$ cat src/pfh_pkg.sv
/*
  Package for the parallel flash host controller: pin widths, command
  addresses and data, and bus timing counts.
  Assumes a 25 MHz system clock.
*/
package pfh_pkg;
  localparam int unsigned CLK_MHZ        = 25;
  localparam int unsigned ADDR_W         = 17;
  localparam int unsigned DATA_W         = 8;
  localparam int unsigned ARRAY_DEPTH    = 131072;
  localparam logic [16:0] CMD_ADDR_1     = 17'h05555;
  localparam logic [16:0] CMD_ADDR_2     = 17'h02AAA;
  localparam logic [7:0]  CMD_DATA_AA    = 8'hAA;
  localparam logic [7:0]  CMD_DATA_55    = 8'h55;
  localparam logic [7:0]  CMD_DATA_80    = 8'h80;
  localparam logic [7:0]  CMD_DATA_A0    = 8'hA0;
  localparam logic [7:0]  CMD_DATA_CHIP  = 8'h10;
  localparam logic [7:0]  CMD_DATA_LOCK  = 8'h40;
  localparam logic [7:0]  CMD_DATA_ID    = 8'h90;
  localparam logic [7:0]  CMD_DATA_IDX   = 8'hF0;
  localparam logic [7:0]  ERASED_BYTE    = 8'hFF;
  localparam int unsigned TOGGLE_BIT     = 6;
  localparam int unsigned POLL_BIT       = 7;
  localparam int unsigned LOCK_BIT       = 0;
  localparam logic [16:0] LOCK_DET_BOT   = 17'h00002;
  localparam logic [16:0] LOCK_DET_TOP   = 17'h1C002;
  // Bus phase lengths in ns; counts round up so each minimum is kept.
  localparam int unsigned T_SETUP_NS     = 40;
  localparam int unsigned T_PULSE_NS     = 80;
  localparam int unsigned T_ACCESS_NS    = 120;
  localparam int unsigned T_SETUP_CYC    = (T_SETUP_NS * CLK_MHZ + 999) / 1000;
  localparam int unsigned T_PULSE_CYC    = (T_PULSE_NS * CLK_MHZ + 999) / 1000;
  localparam int unsigned T_ACCESS_CYC   = (T_ACCESS_NS * CLK_MHZ + 999) / 1000;
  localparam int unsigned T_RESET_NS     = 500;
  localparam int unsigned T_RESET_CYC    = (T_RESET_NS * CLK_MHZ + 999) / 1000;
  localparam int unsigned CNT_W          = 8;

  typedef enum logic [2:0] {
    PFH_OP_READ,
    PFH_OP_PROGRAM,
    PFH_OP_CHIP_ERASE,
    PFH_OP_LOCKOUT,
    PFH_OP_ID_ENTRY,
    PFH_OP_ID_EXIT,
    PFH_OP_RESET
  } pfh_op_t;
endpackage : pfh_pkg

$ cat src/pfh_cyc_if.sv
/*
  Carrier between the sequencer and the bus cycle engine.
  Assumes both ends sit on clk_sys.
*/
`timescale 1ns/10ps
interface pfh_cyc_if;
  import pfh_pkg::*;
  logic              req;
  logic              wr;
  logic [ADDR_W-1:0] addr;
  logic [DATA_W-1:0] wdata;
  logic              done;
  logic [DATA_W-1:0] rdata;
  modport seq (output req, output wr, output addr, output wdata, input done, input rdata);
  modport eng (input req, input wr, input addr, input wdata, output done, output rdata);
endinterface : pfh_cyc_if

$ cat src/pfh_cycle.sv
/*
  Bus cycle engine: one read or one write cycle on the flash pins.
  Assumes data_pins input arrives asynchronously and is synchronised here.
*/
`timescale 1ns/10ps
module pfh_cycle
  import pfh_pkg::*;
(
  input  wire logic              clk_sys,
  input  wire logic              rst_n,
  pfh_cyc_if.eng                 cyc,
  output logic [ADDR_W-1:0]      addr_pins,
  output logic [DATA_W-1:0]      data_pins_o,
  output logic                   data_pins_oe,
  input  wire logic [DATA_W-1:0] data_pins_i,
  output logic                   cs_n,
  output logic                   oe_n,
  output logic                   we_n
);
  typedef enum logic [2:0] {PFC_IDLE, PFC_SETUP, PFC_PULSE, PFC_HOLD, PFC_DONE} pfc_state_t;

  pfc_state_t        state_r;
  logic [CNT_W-1:0]  cnt_r;
  logic [DATA_W-1:0] sync1_r;
  logic [DATA_W-1:0] sync2_r;
  logic [DATA_W-1:0] rdata_r;
  logic              wr_r;

  initial assert (T_ACCESS_CYC + 2 < 256 && T_PULSE_CYC > 0) else $error("Bad timing counts.");

  always_ff @(posedge clk_sys or negedge rst_n)
  begin
    if (!rst_n)
    begin
      sync1_r <= 8'h00;
      sync2_r <= 8'h00;
    end
    else
    begin
      sync1_r <= data_pins_i;
      sync2_r <= sync1_r;
    end
  end

  // Address is set while both strobes are high, so the device latches it at
  // the single falling edge of we_n, which is the later edge.
  // Output gate stays high through writes.
  always_ff @(posedge clk_sys or negedge rst_n)
  begin
    if (!rst_n)
    begin
      state_r     <= PFC_IDLE;
      cnt_r       <= 8'h00;
      addr_pins   <= 17'h00000;
      data_pins_o <= 8'h00;
      data_pins_oe <= 1'b0;
      cs_n        <= 1'b1;
      oe_n        <= 1'b1;
      we_n        <= 1'b1;
      wr_r        <= 1'b0;
      rdata_r     <= 8'h00;
    end
    else
    begin
      unique case (state_r)
        PFC_IDLE:
        begin
          if (cyc.req)
          begin
            addr_pins    <= cyc.addr;
            data_pins_o  <= cyc.wdata;
            data_pins_oe <= cyc.wr;
            wr_r         <= cyc.wr;
            cs_n         <= 1'b0;
            cnt_r        <= CNT_W'(T_SETUP_CYC);
            state_r      <= PFC_SETUP;
          end
        end
        PFC_SETUP:
        begin
          cnt_r <= cnt_r - 8'h01;
          if (cnt_r == 8'h01)
          begin
            we_n    <= !wr_r;
            oe_n    <= wr_r;
            cnt_r   <= wr_r ? CNT_W'(T_PULSE_CYC) : CNT_W'(T_ACCESS_CYC + 2);
            state_r <= PFC_PULSE;
          end
        end
        PFC_PULSE:
        begin
          cnt_r <= cnt_r - 8'h01;
          if (cnt_r == 8'h01)
          begin
            // Rising we_n comes before cs_n, so data is taken here.
            we_n    <= 1'b1;
            oe_n    <= 1'b1;
            rdata_r <= sync2_r;
            state_r <= PFC_HOLD;
          end
        end
        PFC_HOLD:
        begin
          cs_n         <= 1'b1;
          data_pins_oe <= 1'b0;
          state_r      <= PFC_DONE;
        end
        PFC_DONE:
        begin
          state_r <= PFC_IDLE;
        end
        default:
        begin
          state_r <= PFC_IDLE;
        end
      endcase
    end
  end

  assign cyc.done  = (state_r == PFC_DONE);
  assign cyc.rdata = rdata_r;
endmodule : pfh_cycle

$ cat src/pfh_host.sv
/*
  Host controller for a byte-wide parallel flash: issues reads, command
  sequences, erase and program, and polls the toggle bit until done or a POLL_LIMIT timeout.
  Assumes the flash pins connect directly; the testbench resolves the data wire.
*/
`timescale 1ns/10ps
// Notes on behaviour
// Flash holds 131072 bytes on 17 address and 8 data pins.
// Reads drive cs and oe low with we high, then sample data.
// Host releases data pins whenever it is not writing.
// Device powers up in read or standby; host starts idle.
// Writes pulse we low under cs low with oe held high.
// Address is latched at the later falling strobe edge.
// Data is latched at the earlier rising strobe edge.
// Command cycles do not change stored array bytes.
// Low reset pin aborts device work and floats its outputs.
// After a reset during program or erase, host must reissue it.
// Device returns to read or standby when reset rises.
// High-voltage reset level lets boot block be reprogrammed.
// Erased bytes read ones; erase before reprogramming.
// Chip erase is six command writes to set addresses and data.
// Chip erase is internally timed within a maximum time.
// Lockout keeps boot block through chip erase.
// Device returns to read mode after chip erase.
// Device ignores commands during chip erase.
// A command sequence enables boot block lockout.
// Lockout is permanent or overridable by high reset level.
// Bottom-boot map places boot block at 00000-03FFF.
// Top-boot map places boot block at 1C000-1FFFF.
// Toggle bit inverts on successive reads while busy.
// Poll bit reads complemented while a byte program runs.
// Lockout-detect location reads bit 0 set when locked.
// Mismatched command cycles abandon a sequence to read mode.
// Device reports busy through status reads until done.
module pfh_host
  import pfh_pkg::*;
#(
  parameter bit          TOP_BOOT       = 1'b0,
  parameter int unsigned POLL_LIMIT     = 1000000
)
(
  input  wire logic                       clk_sys,
  input  wire logic                       rst_n,
  input  wire logic                       op_valid,
  output logic                            op_ready,
  input  wire pfh_pkg::pfh_op_t           op_code,
  input  wire logic [pfh_pkg::ADDR_W-1:0] op_addr,
  input  wire logic [pfh_pkg::DATA_W-1:0] op_wdata,
  output logic                            rsp_valid,
  output logic [pfh_pkg::DATA_W-1:0]      rsp_rdata,
  output logic                            rsp_timeout,
  output logic                            rsp_locked,
  input  wire logic                       boost_req,
  output logic [pfh_pkg::ADDR_W-1:0]      address_pins,
  output logic [pfh_pkg::DATA_W-1:0]      data_pins_o,
  output logic                            data_pins_oe,
  input  wire logic [pfh_pkg::DATA_W-1:0] data_pins_i,
  output logic                            cs_n,
  output logic                            oe_n,
  output logic                            we_n,
  output logic                            flash_rst_n,
  output logic                            boost_en
);
  import pfh_pkg::*;

  typedef enum logic [2:0] {PFH_IDLE, PFH_CMD, PFH_ACCESS, PFH_POLL, PFH_RESP, PFH_RESET} pfh_state_t;

  pfh_cyc_if cyc ();

  pfh_state_t        state_r;
  pfh_op_t           op_r;
  logic [2:0]        step_r;
  logic [ADDR_W-1:0] addr_r;
  logic [DATA_W-1:0] wdata_r;
  logic [DATA_W-1:0] prev_r;
  logic              have_prev_r;
  logic [31:0]       poll_cnt_r;
  logic [CNT_W-1:0]  rst_cnt_r;
  logic              req_r;
  logic              wr_r;
  logic [ADDR_W-1:0] caddr_r;
  logic [DATA_W-1:0] cdata_r;

  initial assert (ADDR_W == 17 && DATA_W == 8 && POLL_LIMIT > 0) else $error("Unsupported parameters.");

  // Unlock prefix and final data of each command sequence. see R14
  function automatic logic [2:0] seq_len(input pfh_op_t op);
    unique case (op)
      PFH_OP_CHIP_ERASE, PFH_OP_LOCKOUT: seq_len = 3'd6;
      PFH_OP_PROGRAM:                    seq_len = 3'd4;
      PFH_OP_ID_ENTRY, PFH_OP_ID_EXIT:   seq_len = 3'd3;
      default:                           seq_len = 3'd0;
    endcase
  endfunction : seq_len

  function automatic logic [DATA_W-1:0] last_data(input pfh_op_t op, input logic [DATA_W-1:0] d);
    unique case (op)
      PFH_OP_CHIP_ERASE: last_data = CMD_DATA_CHIP;
      PFH_OP_LOCKOUT:    last_data = CMD_DATA_LOCK;
      PFH_OP_ID_ENTRY:   last_data = CMD_DATA_ID;
      PFH_OP_ID_EXIT:    last_data = CMD_DATA_IDX;
      default:           last_data = d;
    endcase
  endfunction : last_data

  always_comb
  begin
    caddr_r = CMD_ADDR_1;
    cdata_r = CMD_DATA_AA;
    unique case (step_r)
      3'd0, 3'd3:
      begin
        caddr_r = CMD_ADDR_1;
        cdata_r = CMD_DATA_AA;
      end
      3'd1, 3'd4:
      begin
        caddr_r = CMD_ADDR_2;
        cdata_r = CMD_DATA_55;
      end
      default:
      begin
        caddr_r = CMD_ADDR_1;
        cdata_r = (op_r == PFH_OP_PROGRAM) ? CMD_DATA_A0 : CMD_DATA_80;
      end
    endcase
    // Last cycle of program goes to the target byte.
    if (step_r == seq_len(op_r) - 3'd1)
    begin
      cdata_r = last_data(op_r, wdata_r);
      if (op_r == PFH_OP_PROGRAM)
        caddr_r = addr_r;
    end
  end

  assign cyc.req   = req_r;
  assign cyc.wr    = wr_r;
  assign cyc.addr  = (state_r == PFH_CMD) ? caddr_r : addr_r;
  assign cyc.wdata = cdata_r;
  assign op_ready  = (state_r == PFH_IDLE);

  // The high-voltage enable is held only while boot-block work is wanted. see R12
  always_ff @(posedge clk_sys or negedge rst_n)
  begin
    if (!rst_n)
      boost_en <= 1'b0;
    else
      boost_en <= boost_req && flash_rst_n;
  end

  always_ff @(posedge clk_sys or negedge rst_n)
  begin
    if (!rst_n)
    begin
      state_r     <= PFH_IDLE;
      op_r        <= PFH_OP_READ;
      step_r      <= 3'd0;
      addr_r      <= 17'h00000;
      wdata_r     <= 8'h00;
      prev_r      <= 8'h00;
      have_prev_r <= 1'b0;
      poll_cnt_r  <= 32'h00000000;
      rst_cnt_r   <= 8'h00;
      req_r       <= 1'b0;
      wr_r        <= 1'b0;
      rsp_valid   <= 1'b0;
      rsp_rdata   <= 8'h00;
      rsp_timeout <= 1'b0;
      rsp_locked  <= 1'b0;
      flash_rst_n <= 1'b1;
    end
    else
    begin
      req_r     <= 1'b0;
      rsp_valid <= 1'b0;
      unique case (state_r)
        PFH_IDLE:
        begin
          if (op_valid)
          begin
            op_r        <= op_code;
            addr_r      <= op_addr;
            wdata_r     <= op_wdata;
            step_r      <= 3'd0;
            have_prev_r <= 1'b0;
            poll_cnt_r  <= 32'h00000000;
            rsp_timeout <= 1'b0;
            if (op_code == PFH_OP_RESET)
            begin
              // Pulsing reset aborts device work; caller reissues. see R9 see R10
              flash_rst_n <= 1'b0;
              rst_cnt_r   <= CNT_W'(T_RESET_CYC);
              state_r     <= PFH_RESET;
            end
            else if (op_code == PFH_OP_READ)
            begin
              req_r   <= 1'b1;
              wr_r    <= 1'b0;
              state_r <= PFH_ACCESS;
            end
            else
            begin
              req_r   <= 1'b1;
              wr_r    <= 1'b1;
              state_r <= PFH_CMD;
            end
          end
        end
        PFH_CMD:
        begin
          // Each sequence is sent whole with no foreign cycle between.
          if (cyc.done)
          begin
            if (step_r == seq_len(op_r) - 3'd1)
            begin
              if (op_r == PFH_OP_ID_ENTRY || op_r == PFH_OP_ID_EXIT)
                state_r <= PFH_RESP;
              else
              begin
                req_r   <= 1'b1;
                wr_r    <= 1'b0;
                state_r <= PFH_POLL;
              end
            end
            else
            begin
              step_r <= step_r + 3'd1;
              req_r  <= 1'b1;
            end
          end
        end
        PFH_ACCESS:
        begin
          if (cyc.done)
          begin
            rsp_rdata <= cyc.rdata;
            // The lockout flag is meaningful only in identification mode.
            if (addr_r == (TOP_BOOT ? LOCK_DET_TOP : LOCK_DET_BOT))
              rsp_locked <= cyc.rdata[LOCK_BIT];
            state_r <= PFH_RESP;
          end
        end
        PFH_POLL:
        begin
          // Busy ends once two reads agree on the toggle bit; no commands go out
          // meanwhile since an erasing device would ignore them. see R15 see R18 see R23
          if (cyc.done)
          begin
            prev_r      <= cyc.rdata;
            have_prev_r <= 1'b1;
            poll_cnt_r  <= poll_cnt_r + 32'h00000001;
            if (have_prev_r && cyc.rdata[TOGGLE_BIT] == prev_r[TOGGLE_BIT])
            begin
              // Settled read returns true data, erased bytes as all ones. see R13 see R16 see R17
              rsp_rdata <= cyc.rdata;
              state_r   <= PFH_RESP;
            end
            else if (poll_cnt_r == 32'(POLL_LIMIT))
            begin
              rsp_timeout <= 1'b1;
              state_r     <= PFH_RESP;
            end
            else
              req_r <= 1'b1;
          end
        end
        PFH_RESET:
        begin
          rst_cnt_r <= rst_cnt_r - 8'h01;
          if (rst_cnt_r == 8'h01)
          begin
            flash_rst_n <= 1'b1;
            state_r     <= PFH_RESP;
          end
        end
        PFH_RESP:
        begin
          rsp_valid <= 1'b1;
          state_r   <= PFH_IDLE;
        end
        default:
        begin
          state_r <= PFH_IDLE;
        end
      endcase
    end
  end

  // Boot-block maps differ only in the lockout-detect address used above. see R21
  pfh_cycle u_cycle (
    .clk_sys      (clk_sys),
    .rst_n        (rst_n),
    .cyc          (cyc.eng),
    .addr_pins    (address_pins),
    .data_pins_o  (data_pins_o),
    .data_pins_oe (data_pins_oe),
    .data_pins_i  (data_pins_i),
    .cs_n         (cs_n),
    .oe_n         (oe_n),
    .we_n         (we_n)
  );
endmodule : pfh_host

$ cat config.mk
export PLATFORM = sky130hd
export DESIGN_NAME = pfh_host
export DESIGN_NICKNAME = d
export VERILOG_FILES = /design/src/pfh_pkg.sv /design/src/pfh_cyc_if.sv /design/src/pfh_cycle.sv /design/src/pfh_host.sv
export SDC_FILE = /design/constraint.sdc
export NUM_CORES = 1
export LEC_CHECK = 0
export ABC_AREA = 1
export BUFFER_PORTS_ARGS = -buffer_cell sky130_fd_sc_hd__buf_2
export CORE_ASPECT_RATIO = 0.8
export CORE_MARGIN = 5
export CORE_UTILIZATION = 59
export CTS_CLUSTER_DIAMETER = 60
export DETAILED_ROUTE_END_ITERATION = 8
export GPL_ROUTABILITY_DRIVEN = 0
export PLACE_DENSITY = 0.88
export SYNTH_ARGS = -nofsm -noshare
export SYNTH_HDL_FRONTEND = slang
export SYNTH_HIERARCHICAL = 1
export SYNTH_SLANG_ARGS = --single-unit
$ cat constraint.sdc
create_clock -name clk_sys -period 2.4 [get_ports clk_sys]
set_input_delay 0.36 -clock clk_sys [delete_from_list [all_inputs] [get_ports clk_sys]]
set_output_delay 0.36 -clock clk_sys [all_outputs]
set_load 0.02 [all_outputs]
==> impl_results.md <==
* Status: finished clean
* Most frequent cells in the layout: nand2_1, dfrtp_1, inv_1
* CTS Buf Count at 17
* Final setup vio count at 0
* # DRC at 0
* CTS root buf: clkbuf_16
* Post-synthesis register bit count at 156
* Cell row count at 38
* CP Class: flip-flop to flip-flop
* CP Launch Point: op_r[1]
* Worst-skew pair later-pin latency at ~0.43 ns
* Ant diodes at 0
* Fraction of layout instances using a drive strength above 1 at 16.17%
* Clock Sinks at about 160
* Async SR Flop Fraction at 100.0%
* Global-route wire length before repair at 32620 um
* Final period util at 91.11%
* Worst rel slew slack at 56.14%
* Die W at about 140 um
* Die ar. at 0.01597 mm2
* Drt wl/cell at 14.89 um
* Avg Cell Area, Syn at 7.895 um2
* Final hold slack at roughly 0.033 ns
* Crit path required time at around 2.7 ns
* Port Buf Inserts at 82
* Synth-to-Final Area Change at 14.58%
* Final hold vios at 0
* Number of global-route vias before repair at 6792
* Leak Pwr at around 4.7 nW
* Least-Margin Pin Slew at between 0.6 and 0.7 ns
* Clock Skew at 0.006540 ns
* Synth unique cells at 44
* Crit path arrival time at 2.51 ns
* Crit start category: flip-flop
* Pwr/cell area at 1222 mW/mm2
* Final WS setup at 0.2134 ns
* Vias at 7033
* Final WL at roughly 19000 um
* # fillers at 1017
* Final nets at 1152
* Die Y at around 110 um
* Post-Syn Area at 0.007981 mm2
* Bufs on Longest Clock Path at 2
* Worst slack at placement at 0.2537 ns
* Unrepaired setup endpoints after global routing: no
* Number of synthesized flops with an enable pin at 0
* Worst min path class: input pin to flip-flop
* Mapped Cells at ~1000
* Initial antenna violation count at 0
* Initial DRC count at 814
* First-pass DRT Iterations at 5
* Initial Util at around 60%
* Post-synthesis sequential area ratio at 48.97%
* Synth top area share at roughly 48%
* Hold Startpoint: data_pins_i[1]
* H-tree depth at 4
* Setup bufs post-CTS at 0
* Largest net degree at the start of global routing at around 60
* Reg-to-Reg Start: op_r[1]
* Synth top area cells: dfrtp_1, nand2_1, nand3_1
* Vias per cell at 5.439
* Max-cap violations at 0
* GR Overflow Total at 0
* Synth Flop Type: dfrtp_1
* Synth warn at 6
* Max VDD drop at 786.3 uV
* Most common cell after layout, fill and taps aside: nand2_1
* CTS tree: done
* Slew Viols, Final at 0
* ANT nets after route at 0
* Core footprint at 0.01341 mm2
* Tot Pwr at 11.17 mW
* Post-synthesis cell type with the largest combined area: dfrtp_1
* Num ports at 83
* Crit-path max FO at 17
* Setup TNS at 0 ns
* Post-DP HPWL at 13000 um
* Hold-fix buffers, CTS at 1
* Post-CTS Resized at 0
* Worst-path clk slew at 0.07 ns
* Endpoint class of the critical path: flip-flop
* Tot GR Track Use at 25.12%
* Minimum clock period at 2.187 ns
* Synth Net Count at about 1100
* Max Fclk at 457.3 MHz
## synth_stat cells, drive strengths merged (6+ instances only)
master and number:
nand2 343, dfrtp 152, inv 127, nand3 88, nor2 85, o21ai 75, buf 21, nand4 21
a21oi 18, nor3 18, ha 12, o21a 9, o22ai 9, xor2 6
## layout make-up
type	count	area, um2	area share, %
multi-input combinational	704	3418	37.38
inverter	128	493.0	5.391
sequential	156	3909	42.74
clock inverter	14	146.4	1.601
timing repair buffer	93	514.2	5.623
clock buffer	18	439.2	4.802
tap	180	225.2	2.463
## flip-flops by register name, indices dropped and copies added (netlist names), 3 cells and up
signal / flops
u_cycle/cnt_r: 8
poll_cnt_r: 32
op_r: 3
u_cycle/addr_pins: 17
wdata_r: 8
u_cycle/state_r: 3
u_cycle/cyc.rdata: 8
rsp_rdata: 8
step_r: 3
addr_r: 17
u_cycle/data_pins_o: 8
u_cycle/sync2_r: 8
state_r: 3
u_cycle/sync1_r: 8
rst_cnt_r: 8
## stage by stage
step,instance area [um2],utilization (%),cells
finish,9145,68.21,1293
global route,9145,68.21,1293
CTS,9145,68.21,1293
detailed placement,8549,63.76,1260
global placement,8549,63.76,1260
floorplan,7981,-,1011
## power breakdown
group,internal (mW),switching [mW],leakage [nW]
Clock,1.50,1.18,0.288
Sequential,3.45,0.599,1.99
Combinational,1.44,3.01,2.40
Total,6.39,4.78,4.67
## worst paths after layout
| kind | to | slack, ns | depth (start not counted) |
|---|---|---|---|
| min in group asynchronous | wdata_r[4] | 0.48 | 2 |
| max | u_cycle/addr_pins[13] | 0.21 | 15 |
| max in group asynchronous | u_cycle/we_n | 1.14 | 3 |
| max reg2reg | u_cycle/addr_pins[13] | 0.21 | 15 |
| min reg2reg | u_cycle/sync2_r[0] | 0.35 | 0 |
| min | u_cycle/sync1_r[1] | 0.03 | 1 |
## per-layer routing
metal / up-vias / global-route usage, % / wire length (um)
li1: 3404 / - / -
met1: 3281 / 33.40 / 8144
met2: 303 / 41.40 / 9325
met3: 45 / 5.658 / 1349
met4: 0 / 8.199 / 430
met5: - / 0 / 0
## critical path: stages (launching register included)
cell and delay, ns:
dfrtp_1 0.40, inv_1 0.15, ha_1 0.29, inv_1 0.12
nand2_1 0.06, nand2_1 0.07, inv_1 0.04, nand2_1 0.05
nand2_1 0.07, nand2_4 0.14, nand2_8 0.09, nand2_4 0.18
nand2_4 0.15, o21a_1 0.14, nand2_1 0.06, nand2_1 0.05
## cell families after synthesis
kind of cell | Yosys count | share of synthesized area [%]
buffers and inverters | 151 | 8.262
AND/OR/NAND/NOR | 561 | 31.34
adder cells (fa/ha/maj) | 12 | 1.881
XOR/XNOR | 10 | 1.097
AO/OA/AOI/OAI | 120 | 8.324
flip-flops | 156 | 48.97
multiplexers | 1 | 0.1254
No activity file was read; power rests on OpenSTA's default activity.
